## src/inc/oia_pkg.sv

```systemverilog
// Purpose: shared constants and types of the operand index adder
// Assumes: one 200 MHz clock, active-low asynchronous reset
// Notes: device numbers travel as plain binary integers of their value
package oia_pkg;
  localparam int OIA_WORD_W = 16;
  localparam int OIA_NUM_W = 3;
  localparam int OIA_NWORD = 8;
  localparam int OIA_WIDE_W = 32;
  localparam logic [15:0] OIA_WORD_RST = 16'h0000;
  localparam logic [2:0] OIA_DEFAULT_NUM = 3'h0;
  localparam int OIA_LATENCY = 2;
  localparam logic [31:0] OIA_DEC_DEV_MAX = 32'h0000_7FFF;
  localparam logic [31:0] OIA_OCT_DEV_MAX = 32'h0000_01FF;

  typedef enum logic [2:0] {
    OIA_OP_IDLE = 3'h0,
    OIA_OP_FETCH = 3'h1,
    OIA_OP_RD_WORD = 3'h3,
    OIA_OP_WR_WORD = 3'h2,
    OIA_OP_RD_PAIR = 3'h6,
    OIA_OP_WR_PAIR = 3'h7
  } oia_op_t;

  typedef enum logic [1:0] {
    OIA_K_DEC_DEV = 2'h0,
    OIA_K_DEC_CONST = 2'h1,
    OIA_K_HEX_CONST = 2'h3,
    OIA_K_OCT_DEV = 2'h2
  } oia_kind_t;
endpackage

```

## src/inc/oia_mem_if.sv

```systemverilog
// Purpose: carrier between the adder and its index word store
// Assumes: one clock domain
// Notes: read data come back one edge after the address
`timescale 1ns/1ps
`default_nettype none
interface oia_mem_if;
  logic we;
  logic wide;
  logic wsel_hi;
  logic [2:0] waddr;
  logic [31:0] wdata;
  logic [2:0] raddr;
  logic [31:0] rdata;
  modport store (input we, input wide, input wsel_hi, input waddr, input wdata,
    input raddr, output rdata);
  modport user (output we, output wide, output wsel_hi, output waddr, output wdata,
    output raddr, input rdata);
endinterface
`default_nettype wire

```

## src/design/oia_store.sv

```systemverilog
// Purpose: sixteen index words, eight high and eight low, 16 bits each
// Assumes: one write and one paired read per cycle
// Notes: cleared at reset; retention is fixed, nothing selects it
`timescale 1ns/1ps
`default_nettype none
module oia_store
  import oia_pkg::*;
(
  input wire logic clk,
  input wire logic resetn,
  oia_mem_if.store mem
);
  typedef struct packed {
    logic [7:0][15:0] hi; // RL1
    logic [7:0][15:0] lo; // RL1
    logic [31:0] rd;
  } oia_store_st_t;

  oia_store_st_t st_r;
  oia_store_st_t st_nxt;

  always_comb begin
    st_nxt = st_r;
    if (mem.we) begin
      if (mem.wide) begin
        // both halves change on the same edge
        st_nxt.hi[mem.waddr] = mem.wdata[31:16]; // RL8
        st_nxt.lo[mem.waddr] = mem.wdata[15:0]; // RL8
      end else if (mem.wsel_hi) begin
        st_nxt.hi[mem.waddr] = mem.wdata[15:0]; // RL2
      end else begin
        st_nxt.lo[mem.waddr] = mem.wdata[15:0]; // RL2
      end
    end
    // pair n read as one access, high word above low word
    st_nxt.rd = {st_r.hi[mem.raddr], st_r.lo[mem.raddr]}; // RL4 RL6
  end

  always_ff @(posedge clk or negedge resetn) begin
    if (!resetn) begin
      st_r <= '0; // RL13
    end else begin
      st_r <= st_nxt;
    end
  end

  assign mem.rdata = st_r.rd;
endmodule
`default_nettype wire

```

## src/design/oia_top.sv

```systemverilog
// Purpose: index register file with operand indexing adder
// Assumes: the sequencer issues at most one request per cycle
// Notes: every request answers exactly two edges after it is taken
// What this block does
// (RL1) sixteen 16-bit words: eight high, eight low
// (RL2) index words read and written like data
// (RL3) missing number selects word zero
// (RL4) low word n pairs with high word n
// (RL5) wide operand naming high word: no indexing
// (RL6) both halves read in one access
// (RL7) out-of-range wide indexed value raises error
// (RL8) pair write updates both halves together
// (RL9) decimal devices: base plus index, decimal
// (RL10) indexed decimal constant is constant plus index
// (RL11) octal devices: index added in octal
// (RL12) hex constant adds binary index value
// (RL13) retention fixed, not configurable
// (RL14) interrupt input not shared with counters
// (RL15) effective number formed within fetch cycle
`timescale 1ns/1ps
`default_nettype none
module oia_top
  import oia_pkg::*;
(
  input wire logic clk,
  input wire logic resetn,
  input wire oia_op_t req_op,
  input wire oia_kind_t req_kind,
  input wire logic req_sel_hi,
  input wire logic req_num_given,
  input wire logic [2:0] req_num,
  input wire logic [31:0] req_base,
  input wire logic req_wide,
  input wire logic [31:0] req_wdata,
  output logic rsp_valid,
  output logic [31:0] rsp_data,
  output logic rsp_error
);
  typedef struct packed {
    logic p_valid;
    oia_op_t p_op;
    oia_kind_t p_kind;
    logic p_sel_hi;
    logic p_wide;
    logic [31:0] p_base;
    logic rsp_valid;
    logic [31:0] rsp_data;
    logic rsp_error;
  } oia_top_st_t;

  oia_top_st_t st_r;
  oia_top_st_t st_nxt;
  oia_mem_if mem ();

  logic [2:0] num_eff;
  logic [31:0] idx_val;
  logic [32:0] sum;
  logic err;

  oia_store u_store (
    .clk(clk),
    .resetn(resetn),
    .mem(mem)
  );

  // signed 32-bit overflow of a + b
  function automatic logic ovf32(input logic [31:0] a, input logic [31:0] b,
    input logic [31:0] s);
    ovf32 = (a[31] == b[31]) && (s[31] != a[31]);
  endfunction

  // value outside the signed 16-bit range
  function automatic logic out16(input logic [31:0] v);
    out16 = (v[31:15] != 17'h00000) && (v[31:15] != 17'h1FFFF);
  endfunction

  // 16-bit index word widened with its sign
  function automatic logic [31:0] sext16(input logic [15:0] w);
    sext16 = {{16{w[15]}}, w};
  endfunction

  // word reads answer with the word in the low half
  function automatic logic [31:0] zext16(input logic [15:0] w);
    zext16 = {16'h0000, w};
  endfunction

  // highest device number of a device kind
  function automatic logic [31:0] dev_top(input oia_kind_t k);
    case (k)
      OIA_K_OCT_DEV: begin
        dev_top = OIA_OCT_DEV_MAX;
      end
      default: begin
        dev_top = OIA_DEC_DEV_MAX;
      end
    endcase
  endfunction

  // device number below zero or past the last device
  function automatic logic dev_out(input logic [32:0] s, input logic [31:0] top);
    dev_out = s[31] || (s[31:0] > top);
  endfunction

  assign num_eff = req_num_given ? req_num : OIA_DEFAULT_NUM; // RL3

  always_comb begin
    mem.we = 1'b0;
    mem.wide = 1'b0;
    mem.wsel_hi = req_sel_hi;
    mem.waddr = num_eff;
    mem.wdata = req_wdata;
    // a read taken with a write still sees the old pair
    mem.raddr = num_eff;
    case (req_op)
      OIA_OP_WR_WORD: begin
        mem.we = 1'b1; // RL2
      end
      OIA_OP_WR_PAIR: begin
        mem.we = 1'b1; // RL8
        mem.wide = 1'b1; // RL8
      end
      default: begin
        mem.we = 1'b0;
      end
    endcase
  end

  // index operand from the pair read one edge earlier
  always_comb begin
    if (st_r.p_wide) begin
      if (st_r.p_sel_hi) begin
        idx_val = 32'h0000_0000; // RL5
      end else begin
        idx_val = mem.rdata; // RL4 RL6
      end
    end else if (st_r.p_sel_hi) begin
      idx_val = sext16(mem.rdata[31:16]);
    end else begin
      idx_val = sext16(mem.rdata[15:0]);
    end
  end

  // device numbers are binary values; octal devices print the result in octal,
  // so an index of ten moves X0 to X12 with the same binary add
  assign sum = {1'b0, st_r.p_base} + {1'b0, idx_val}; // RL9 RL10 RL11 RL12 RL15

  always_comb begin
    err = 1'b0;
    case (st_r.p_kind)
      OIA_K_DEC_DEV: begin
        // a stale high half of a pair shows up here as a huge sum
        err = dev_out(sum, dev_top(st_r.p_kind)); // RL7 RL9
      end
      OIA_K_OCT_DEV: begin
        err = dev_out(sum, dev_top(st_r.p_kind)); // RL7 RL11
      end
      OIA_K_DEC_CONST: begin
        if (st_r.p_wide) begin
          err = ovf32(st_r.p_base, idx_val, sum[31:0]); // RL7 RL10
        end else begin
          err = out16(sum[31:0]); // RL10
        end
      end
      OIA_K_HEX_CONST: begin
        if (st_r.p_wide) begin
          // carry out is the only overflow of an unsigned add
          err = sum[32]; // RL7 RL12
        end else begin
          err = sum[31:16] != 16'h0000; // RL12
        end
      end
      default: begin
        err = 1'b0;
      end
    endcase
  end

  always_comb begin
    st_nxt = st_r;
    st_nxt.p_valid = (req_op != OIA_OP_IDLE);
    st_nxt.p_op = req_op;
    st_nxt.p_kind = req_kind;
    st_nxt.p_sel_hi = req_sel_hi;
    st_nxt.p_wide = req_wide;
    st_nxt.p_base = req_base;
    st_nxt.rsp_valid = st_r.p_valid;
    st_nxt.rsp_error = 1'b0;
    st_nxt.rsp_data = 32'h0000_0000;
    case (st_r.p_op)
      OIA_OP_FETCH: begin
        st_nxt.rsp_data = sum[31:0]; // RL15
        st_nxt.rsp_error = err; // RL7
      end
      OIA_OP_RD_WORD: begin
        if (st_r.p_sel_hi) begin
          st_nxt.rsp_data = zext16(mem.rdata[31:16]); // RL2
        end else begin
          st_nxt.rsp_data = zext16(mem.rdata[15:0]); // RL2
        end
      end
      OIA_OP_RD_PAIR: begin
        st_nxt.rsp_data = mem.rdata; // RL6
      end
      default: begin
        st_nxt.rsp_data = 32'h0000_0000;
      end
    endcase
  end

  always_ff @(posedge clk or negedge resetn) begin
    if (!resetn) begin
      st_r <= '0;
    end else begin
      st_r <= st_nxt;
    end
  end

  assign rsp_valid = st_r.rsp_valid;
  assign rsp_data = st_r.rsp_data;
  assign rsp_error = st_r.rsp_error;
endmodule
`default_nettype wire

```

## config.mk

```make
export PLATFORM = sky130hd
export DESIGN_NAME = oia_top
export DESIGN_NICKNAME = d
export VERILOG_FILES = /design/src/inc/oia_pkg.sv /design/src/inc/oia_mem_if.sv /design/src/design/oia_store.sv /design/src/design/oia_top.sv
export SDC_FILE = /design/constraint.sdc
export NUM_CORES = 1
export LEC_CHECK = 0
export BUFFER_PORTS_ARGS = -buffer_cell sky130_fd_sc_hd__buf_2
export CORE_MARGIN = 4
export CORE_UTILIZATION = 25
export CTS_CLUSTER_SIZE = 14
export DETAILED_ROUTE_END_ITERATION = 10
export PLACE_DENSITY = 0.53
export SLEW_MARGIN = 25
export SYNTH_ARGS = -nofsm -noshare
export SYNTH_HDL_FRONTEND = slang
export SYNTH_SLANG_ARGS = --single-unit
```

## constraint.sdc

```tcl
create_clock -name clk -period 4.5 [get_ports clk]
set_clock_uncertainty 0.05 [all_clocks]
set_input_delay 0.225 -clock clk [delete_from_list [all_inputs] [get_ports clk]]
set_output_delay 0.225 -clock clk [all_outputs]
set_load 0.01 [all_outputs]
```

==> results of run 1 <==
-- stage by stage --
step	power [mW]	instances	instance area [sq um]	hold WS (ns)	util (%)
after floorplan	5.15	1546	16800	-0.121	-
after global placement	5.85	2492	18600	0.203	28.1
after detailed placement	5.90	2492	18600	0.211	28.1
after CTS	9.46	2619	20600	0.00252	31.2
after global routing	9.87	2620	20600	0.0240	31.2
final	9.38	2623	20700	0.0408	31.3
-- cell families after synthesis --
| kind of cell | Yosys count |
|---|---|
| AO/OA/AOI/OAI | 443 |
| XOR/XNOR | 27 |
| adder cells (fa/ha/maj) | 39 |
| buffers and inverters | 146 |
| flip-flops | 362 |
| multiplexers | 159 |
| AND/OR/NAND/NOR | 370 |
-- timing repair --
item                                    in CTS  in global routing
hold buffers                                50                  0
gates resized for setup                     22                  9
buffers inserted                             6                  1
pin swaps                                   16                 13
endpoints found under the setup margin       1                  1
hold endpoints to repair                   172                  0
-- cells in the final DEF, fill, tap and decap left out, types with 28 or more instances in the layout --
master,instances
nand3_1,30
a22oi_1,61
buf_4,91
nand2_1,224
clkbuf_16,39
dfrtp_1,362
inv_1,28
a21o_1,34
dlygate4sd3_1,50
mux2_2,128
o21ai_0,175
mux2i_1,31
ha_1,35
nor2_1,40
buf_2,109
a21oi_1,45
-- metal layers --
layer | GRT usage (%) | vias to the layer above | routed length (um)
met5 | 0 | - | 13
met4 | 4.50 | 2 | 1600
met3 | 3.07 | 85 | 3980
met2 | 23.8 | 410 | 24200
met1 | 20.6 | 6409 | 24100
li1 | - | 5934 | -
-- worst max-delay path, delay by kind of cell (launching register included) --
kind,cells,cell delay (ns)
fa+ha+maj,2,0.65
flops,1,0.38
buf+inv,4,0.44
compound gates,7,1.02
simple gates,9,1.60
xor+xnor,1,0.16
-- report_power, final --
part	switching (mW)	internal (mW)	total, mW
clock	1.36	2.07	3.43
sequential	0.287	3.77	4.06
combinational	1.08	0.808	1.88
total	2.72	6.65	9.38
-- worst min-delay path by stage --
stage / start / end / slack, ns / cells past startpoint
finish: req_wdata[7] / u_store.st_r[55]$_DFFE_PN0P_ / 0.04 / 2
global placement: resetn / st_r[55]$_DFF_PN0_ / 0.20 / 1
floorplan: resetn / rsp_data[0]$_DFF_PN0_ / -0.12 / 0
global route: req_wdata[7] / u_store.st_r[119]$_DFFE_PN0P_ / 0.02 / 2
CTS: req_wdata[7] / u_store.st_r[87]$_DFFE_PN0P_ / 0.003 / 2
detailed placement: resetn / st_r[55]$_DFF_PN0_ / 0.21 / 1
-- sequential cells by signal, summed over array words and instances (netlist names) --
register           cells
rsp_valid              1
rsp_error              1
u_store.mem.rdata     32
u_store.st_r         256
st_nxt                 1
rsp_data              32
st_r                  39
-- layout make-up --
type	count	area [sq um]	area share (%)
sequential	362	9060	43.9
clock inverter	13	240	1.16
antenna	3	7.51	0.0363
tap	864	1080	5.23
multi-input combinational	1038	7190	34.8
inverter	29	109	0.527
clock buffer	58	1150	5.55
timing repair buffer	256	1830	8.84
==> out/qor.txt, run 1 <==
vias in the first global route = 13.0k
die span in x = 267 um
Critical Path End = rsp_error$_DFF_PN0_
final-layout fill cell count = 6843
RSZ-0062 raised after global routing = true
critical path's slowest cell = or4_4
Post-Synth Adder-Cell Area = 2.96%
Max IR drop VDD = 0.307 mV
post-synth top area share = 54.1%
Area growth syn-to-layout = 23.3%
Mapped Nets = 1662
DR WL/cell = 20.5 um
Max Fclk = 226 MHz
RR Startpoint = st_r[66]$_DFF_PN0_
DP Worst Slack = -0.188 ns
post-synthesis mux area share = 10.5%
FFs w/ async S/R, synth = 100%
Yosys top cell by area = dfrtp_1
Via density = 4.90
post-synthesis xor/xnor area fraction = 1.41%
sequential share of the synthesized area = 54.1%
initial drt markers = 976
Yosys reg bits = 362
clock tree sinks = 362
max cap viols = 0
max-slew violation count = 0
first-pass GRT wire length = 81200 um
CP Data Required Time = 4.89 ns
complex-gate fraction of the synthesized area = 17.4%
post-synthesis simple-gate area fraction = 9.73%
Core Region = 0.0661 sq mm
endpoints failing hold = 0
predominant post-synthesis flop cell = dfrtp_1
initial core utilization = 25.3%
crit-path cells = nor2b_1 > buf_4 > buf_6 > nand2_1 > o21a_1 > buf_6 > fa_2 > nor2b_4 > o2111ai_4 > and3b_1 > o21ai_2 > xnor2_2 > inv_2 > ha_4 > and4b_1 > nand3_1 > or4_4 > nor4_2 > and4b_1 > a211oi_2 > o32ai_2 > a41o_1 > a21oi_1
worst slew pin tran = 0.893 ns
Crit. End Element = flop
largest family of logic cells by synthesized area = compound AO/OA/AOI/OAI gates
largest net degree at the start of global routing = 129
Vias = 12.8k
Skew-Pair Late Insertion Delay = 0.57 ns
DRC = 0
Final GP Congestion = 0.902
slowest cell delay on critical path = 0.41 ns
setup_tns = 0 ns
crit share post-route = 98.1%
top-count cell post-synth = dfrtp_1
H-tree levels = 2
Slew headroom = 38.8%
Rows = 94
initial antenna violation count = 8
Leak = 9.67 nW
CTS max path bufs = 3
Final #Nets = 1842
reg-to-reg setup timing slack = 0.08 ns
layout cells sized above 1 = 24.6%
Worst EP arrival = 4.81 ns
final worst path period need = 4.42 ns
Area contributors post-synth = dfrtp_1 (54%), mux2_2 (8.6%), o21ai_0 (5.4%)
CP Launch Type = flop
GRT Util Overall = 14.9%
CP max FO = 5
setup ws final = 0.0841 ns
RR Endpoint = rsp_error$_DFF_PN0_
Mapped Area = 0.0168 sq mm
Setup CP Type = flop to flop
status = completed
Mapped Cells = 1546
final WL = 53900 um
Worst Setup SP = st_r[66]$_DFF_PN0_
YS warnings = 0
IO buf count = 110
die area = 0.0712 sq mm
Num CTS Buffers = 39
die height = 267 um
worst hold-check path type = input pin to flop
drt pass-1 iters = 7
R2R depth = 23
pwr/cell area = 454 mW/mm^2
CTS tree = done
final setup vio count = 0
Synth top cells by count = dfrtp_1 (362), nand2_1 (226), o21ai_0 (180)
total gr overflow = 0
Cell variety after synth = 62
# IOs = 111
post-detail-place hpwl = 38100 um
Post-Syn Area per Cell = 10.8 sq um
Post-synth EDFFs = 0
clock root cell = clkbuf_16
Worst-path clk slew = 0.06 ns
Routed Antenna Nets = 0
No activity file was read; power rests on OpenSTA's default activity.
==> inputs of run 2 (changes only) <==
--- a/config.mk
+++ b/config.mk
@@ -5,7 +5,7 @@
 export SDC_FILE = /design/constraint.sdc
 export NUM_CORES = 1
 export LEC_CHECK = 0
-export BUFFER_PORTS_ARGS = -buffer_cell sky130_fd_sc_hd__buf_2
+export BUFFER_PORTS_ARGS = -buffer_cell sky130_fd_sc_hd__buf_4
 export CORE_MARGIN = 4
 export CORE_UTILIZATION = 25
 export CTS_CLUSTER_SIZE = 14
==> run 2 against run 1 <==
  * The flow now finishes with violations (setup timing)
  * Combinational power grew 5%
  * Sequential power is essentially flat
  * Global-route usage grew 0.18 points
  * Via count grew 1.2%
==> out/qor.txt, run 2 (synthesized netlist as in run 1, its figures left out) <==
combinational fraction of design power = 21.1% (+1.0 points)
CTS tree = done
initial core utilization = 25.3% (unchanged)
slowest cell delay on critical path = 0.48 ns (+0.07 ns)
Vias = 13.0k (+1.2%)
worst slew pin tran = 1.01 ns (+0.117 ns)
Register Area = 0.00906 sq mm (unchanged)
antenna fix cells = 0 (-3)
GRT Util Overall = 15.1% (+0.18 points)
Worst-path clk slew = 0.06 ns (about the same)
Rows = 94 (unchanged)
most frequent cells in the layout = dfrtp_1 (362), nand2_1 (221), buf_4 (210)
layout cells sized above 1 = 25.6% (+0.98 points)
hold depth = 3 (+1)
vias in the first global route = 13.2k (+1.5%)
clock network power share = 35.9% (-0.7 points)
Flop pwr share = 43.1% (-0.2 points)
die span in x = 267 um (unchanged)
met2 usage in global routing = 24.3% (+0.47 points)
H-tree levels = 2 (unchanged)
Final GP Congestion = 0.907 (+0.59%)
CP Data Required Time = 4.89 ns (about the same)
drt pass-1 iters = 5 (-2)
Num CTS Buffers = 39 (unchanged)
status = finished with violations
met1 GRT Util = 21.4% (+0.82 points)
Finished Layout Cells = 2635 (+0.46%)
CP Launch Type = flop
post-detail-place hpwl = 38500 um (+0.97%)
max cap viols = 0 (unchanged)
Crit. End Element = flop
setup_tns = -0.0616 ns (-0.0616 ns)
Largest Register = u_store.st_r
clock tree sinks = 362 (unchanged)
worst hold-check path type = input pin to flop
# IOs = 111 (unchanged)
largest net degree at the start of global routing = 100 (-22%)
setup ws final = -0.0616 ns (-0.146 ns)
initial drt markers = 1205 (+23%)
crit share post-route = 101% (+3.2 points)
endpoints failing hold = 0 (unchanged)
Final Hold Slack = 0.0882 ns (+0.0474 ns)
RSZ-0062 raised after global routing = true
CP max FO = 4 (-1)
Routed Antenna Nets = 0 (unchanged)
switching power = 2.77 mW (+1.7%)
most common cell after layout, fill and taps aside = dfrtp_1
initial antenna violation count = 1 (-7)
Via density = 4.93 (+0.72%)
Leak = 9.80 nW (+1.4%)
Core Region = 0.0661 sq mm (unchanged)
die area = 0.0712 sq mm (unchanged)
dpl cells = 2499 (+0.28%)
clock root cell = clkbuf_16
Setup CP Type = flop to flop
met3 GRT Util = 2.56% (-0.51 points)
Slew headroom = 32.4% (-6.4 points)
crit-path cells = nor2b_1 > buf_4 > nand2_2 > o21ai_2 > ha_2 > inv_2 > fa_2 > nor2b_4 > o2111ai_2 > and3b_1 > o21ai_2 > xnor2_2 > inv_2 > ha_4 > and4b_1 > nand3_2 > or4_4 > nor4_2 > and4b_1 > a211oi_2 > o32ai_1 > a41o_1 > a21oi_2
final-layout fill cell count = 6799 (-0.64%)
CTS max path bufs = 3 (unchanged)
Area growth syn-to-layout = 25.6%
final setup vio count = 1 (+1)
Skew-Pair Late Insertion Delay = 0.57 ns (about the same)
critical path's slowest cell = or4_4
sw frac = 29.4% (+0.35 points)
Worst EP arrival = 4.95 ns (+0.14 ns)
total gr overflow = 0 (unchanged)
final worst path period need = 4.56 ns (+0.146 ns)
max-slew violation count = 0 (unchanged)
Max Fclk = 219 MHz (-3.2%)
DRC = 0 (unchanged)
Final #Nets = 1858 (+0.87%)
Tot Pwr = 9.42 mW (+0.50%)
IO buf count = 110 (unchanged)
final WL = 54400 um (+0.91%)
GR peak layer = met2
failing checks = setup timing
largest registers = u_store.st_r: 256 flops, st_r: 39 flops
die height = 267 um (unchanged)
Multi-input gate area = 0.00720 sq mm (+0.17%)
pwr/cell area = 448 mW/mm^2 (-1.4%)
Max IR drop VDD = 0.283 mV (-8.0%)
max reg flops = 256 (unchanged)
DR WL/cell = 20.6 um (+0.45%)
Cell Int Power = 6.65 mW (about the same)
first-pass GRT wire length = 83100 um (+2.3%)
R2R depth = 23 (unchanged)
run 2: changes by cell type in the layout (fill, tap and decap cells not counted), moves of 3 or more:
cell / before / now
diode_2: 3 / 0
nand2_1: 224 / 221
clkbuf_8: 10 / 13
dlygate4sd3_1: 50 / 56
nand2_2: 2 / 5
buf_2: 109 / 0
clkinvlp_4: 0 / 3
buf_4: 91 / 210
clkbuf_1: 9 / 5
run 2: metrics by stage:
step	cell area, sq um	worst slack [ns]	util (%)
finish	21000	-0.0616	31.8
CTS	20900	-0.0686	31.6
global route	21000	-0.260	31.8
floorplan	16800	0.0234	-
detailed placement	18900	-0.161	28.6
global placement	18900	-0.0869	28.6
run 2: power groups by stage:
stage / clock network (mW) / registers, mW / logic, mW
floorplan: 0 / 4.02 / 1.13
detailed placement: 0 / 4.12 / 1.85
global placement: 0 / 4.09 / 1.83
CTS: 3.47 / 4.06 / 1.92
global route: 3.62 / 4.12 / 2.19
finish: 3.38 / 4.06 / 1.98
run 2: what timing repair did:
action	CTS	global route
endpoints found under the setup margin	1	1
gates resized for setup	14	25
buffers inserted	4	7
pin swaps	14	23
endpoints found under the hold margin	258	0
hold buffers	56	0
run 2: layer usage:
metal  wire length [um]  vias to the layer above
li1                   -                     5962
met1              25300                     6577
met2              24900                      370
met3               2960                       83
met4               1200                        0
met5                  0                        -
run 2: path summary, 6_finish.rpt:
check | to | slack [ns] | startpoint
worst max-delay path | rsp_error$_DFF_PN0_ | -0.06 | st_r[66]$_DFF_PN0_
worst min-delay path | u_store.st_r[280]$_DFFE_PN0P_ | 0.09 | req_wdata[24]
worst max register to register | rsp_error$_DFF_PN0_ | -0.06 | st_r[66]$_DFF_PN0_
worst min register to register | rsp_valid$_DFF_PN0_ | 0.30 | st_nxt[33]$_DFF_PN0_
max in group asynchronous | u_store.st_r[72]$_DFFE_PN0P_ | 2.98 | resetn
min in group asynchronous | st_r[54]$_DFF_PN0_ | 0.25 | resetn
run 2: final cells by class:
type	count	area share, %
Sequential cell	362	43.0
Multi-Input combinational cell	1038	34.2
Timing Repair Buffer	272	10.6
Clock buffer	57	5.58
Tap cell	864	5.14
Clock inverter	13	0.910
Inverter	29	0.517
run 2: critical path: cells and delay by family (launching register included):
| kind | cells | cell delay, ns |
|---|---|---|
| AO/OA/AOI/OAI | 7 | 1.03 |
| XOR/XNOR | 1 | 0.15 |
| AND/OR/NAND/NOR | 9 | 1.69 |
| adder cells (fa/ha/maj) | 3 | 0.87 |
| buffers and inverters | 3 | 0.25 |
| flip-flops | 1 | 0.38 |
==> inputs of run 3 (changes only) <==
--- a/config.mk
+++ b/config.mk
@@ -8,9 +8,10 @@
 export BUFFER_PORTS_ARGS = -buffer_cell sky130_fd_sc_hd__buf_4
 export CORE_MARGIN = 4
 export CORE_UTILIZATION = 25
+export CTS_BUF_LIST = sky130_fd_sc_hd__clkbuf_8
 export CTS_CLUSTER_SIZE = 14
 export DETAILED_ROUTE_END_ITERATION = 10
-export PLACE_DENSITY = 0.53
+export PLACE_DENSITY = 0.52
 export SLEW_MARGIN = 25
 export SYNTH_ARGS = -nofsm -noshare
 export SYNTH_HDL_FRONTEND = slang
==> constraint.sdc (replaced) <==
create_clock -name clk -period 4.4 [get_ports clk]
set_clock_uncertainty 0.05 [all_clocks]
set_input_delay 0.22 -clock clk [delete_from_list [all_inputs] [get_ports clk]]
set_output_delay 0.22 -clock clk [all_outputs]
set_load 0.01 [all_outputs]
==> run 3 against run 2 <==
  * The run now ends clean
  * Global-route usage up 0.38 points
  * Non-clock buffer count up 8
  * Combinational power up 2%
  * Core utilization up 0.070 points
  * Critical path type unchanged
  * Critical endpoint unchanged
  * Largest power group unchanged
==> out/qor.txt, run 3 (synthesized netlist as in run 1, its figures left out) <==
status = completed
endpoints failing hold = 0 (unchanged)
RR Startpoint = st_r[67]$_DFF_PN0_
antenna fix cells = 0 (unchanged)
Setup CP Type = flop to flop
Final #Nets = 1887 (+1.6%)
clock tree sinks = 362 (unchanged)
CTS max path bufs = 3 (unchanged)
Worst-path clk slew = 0.06 ns (about the same)
vias in the first global route = 13.7k (+4.1%)
CP max FO = 11 (+7)
post-detail-place hpwl = 38600 um (+0.37%)
max cap viols = 0 (unchanged)
Crit. End Element = flop
layout cells sized above 1 = 26.1% (+0.52 points)
reg-to-reg setup timing slack = 0.14 ns (+0.20 ns)
worst slew pin tran = 1.03 ns (+0.0180 ns)
DR WL/cell = 20.7 um (+0.34%)
DRC = 0 (unchanged)
clock root cell = clkbuf_8
most common cell after layout, fill and taps aside = dfrtp_1
Rows = 94 (unchanged)
max-slew violation count = 0 (unchanged)
die span in x = 267 um (unchanged)
slowest cell delay on critical path = 0.42 ns (-0.06 ns)
first-pass GRT wire length = 84400 um (+1.6%)
Routed Antenna Nets = 0 (unchanged)
drt pass-1 iters = 6 (+1)
final worst path period need = 4.26 ns (-0.298 ns)
R2R depth = 19 (-17%)
Via density = 4.91 (-0.41%)
# IOs = 111 (unchanged)
setup ws final = 0.136 ns (+0.198 ns)
final WL = 55500 um (+2.1%)
DP Worst Slack = -0.155 ns (+0.00611 ns)
IO buf count = 110 (unchanged)
Leak = 9.90 nW (+1.0%)
largest net degree at the start of global routing = 118 (+18%)
final setup vio count = 0 (-1)
Vias = 13.2k (+1.3%)
initial core utilization = 25.3% (unchanged)
most frequent cells in the layout = dfrtp_1 (362), nand2_1 (222), buf_4 (206)
CP Data Required Time = 4.89 ns (about the same)
CP bufs+invs = 3 (unchanged)
initial antenna violation count = 4 (+3)
Max IR drop VDD = 0.259 mV (-8.4%)
total gr overflow = 0 (unchanged)
CP top delay family = compound AO/OA/AOI/OAI gates
final-layout fill cell count = 6826 (+0.40%)
Worst EP arrival = 4.76 ns (-0.19 ns)
largest registers = u_store.st_r: 256 flops, st_r: 39 flops
worst hold-check path type = input pin to async pin
H-tree levels = 2 (unchanged)
Max Fclk = 235 MHz (+7.0%)
die area = 0.0712 sq mm (unchanged)
dpl cells = 2495 (-0.16%)
RR Endpoint = rsp_error$_DFF_PN0_
Slew headroom = 31.3% (-1.1 points)
CP Launch Type = flop
setup_tns = 0 ns (+0.0616 ns)
Largest Register = u_store.st_r
critical path's slowest cell = o21ai_0
Skew-Pair Late Insertion Delay = 0.70 ns (+0.13 ns)
Num CTS Buffers = 60 (+54%)
Area growth syn-to-layout = 25.9%
Core Region = 0.0661 sq mm (unchanged)
pwr/cell area = 446 mW/mm^2 (-0.35%)
Final GP Congestion = 0.933 (+2.8%)
initial drt markers = 997 (-17%)
GRT Util Overall = 15.5% (+0.38 points)
crit-path cells = buf_4 > buf_4 > o21ai_0 > ha_1 > buf_4 > nand2_1 > o21ai_0 > a21oi_1 > nand2_1 > xor2_1 > ha_1 > nand3_1 > or4_4 > nor4_2 > and4b_1 > a211oi_2 > o32ai_2 > a41o_1 > a21oi_1
CTS tree = done
max reg flops = 256 (unchanged)
RSZ-0062 raised after global routing = true
crit share post-route = 96.9% (-4.5 points)
die height = 267 um (unchanged)
Finished Layout Cells = 2680 (+1.7%)
CP dominant cell by count = buf_4
## run 3: cell types whose count changed in the layout (fill, tap and decap cells not counted), moves of 4 or more
cell / delta
clkinv_2: +4
clkbuf_16: -39
o21ai_1: +4
nor2_2: +5
dlygate4sd3_1: +13
clkbuf_1: -5
clkbuf_8: +64
nor2_1: -5
buf_4: -4
inv_1: +15
## run 3: report_power, final
group | internal (mW) | total (mW) | switching, mW | leakage [nW]
Clock | 1.82 | 3.24 | 1.42 | 0.734
Sequential | 3.86 | 4.15 | 0.293 | 4.66
Combinational | 0.888 | 2.02 | 1.13 | 4.50
## run 3: how the worst max path moves through the flow
stage / startpoint / to / slack [ns] / depth (start not counted)
floorplan: st_r[67]$_DFF_PN0_ / rsp_error$_DFF_PN0_ / 0.01 / 22
global placement: st_r[66]$_DFF_PN0_ / rsp_error$_DFF_PN0_ / -0.07 / 23
detailed placement: st_r[66]$_DFF_PN0_ / rsp_error$_DFF_PN0_ / -0.15 / 23
CTS: st_r[67]$_DFF_PN0_ / rsp_error$_DFF_PN0_ / -0.09 / 22
global route: st_r[67]$_DFF_PN0_ / rsp_error$_DFF_PN0_ / -0.09 / 19
finish: st_r[67]$_DFF_PN0_ / rsp_error$_DFF_PN0_ / 0.14 / 19
## run 3: final cells by class
type / count / area (sq um) / share of cell area (%)
timing repair buffer: 280 / 2330 / 11.1
multi-input combinational: 1038 / 7190 / 34.1
clock buffer: 77 / 1060 / 5.02
clock inverter: 30 / 268 / 1.27
tap: 864 / 1080 / 5.13
inverter: 29 / 109 / 0.516
sequential: 362 / 9060 / 42.9
## run 3: metrics by stage
step           hold slack [ns]  power, mW  cell area, sq um  util [%]
6_report               0.00960       9.41             21100      31.9
5_1_grt                0.00640       9.95             21100      31.9
4_1_cts                 0.0213       9.50             21000      31.8
3_5_place_dp             0.281       6.10             18900      28.5
3_3_place_gp             0.281       6.06             18900      28.5
2_1_floorplan           -0.126       5.27             16800         -
## run 3: repair_timing
action | CTS | global route
pin swaps | 18 | 17
endpoints found under the setup margin | 1 | 1
setup buffers | 5 | 4
hold buffers | 69 | 0
hold endpoints to repair | 373 | 0
gates resized for setup | 18 | 17
## run 3: per-layer routing
metal / routed length (um) / up-vias / global-route usage, %
met4: 1550 / 4 / 4.90
met3: 3720 / 112 / 3.30
met2: 25000 / 452 / 24.7
li1: - / 6016 / -
met5: 27 / - / 0
met1: 25200 / 6576 / 21.1
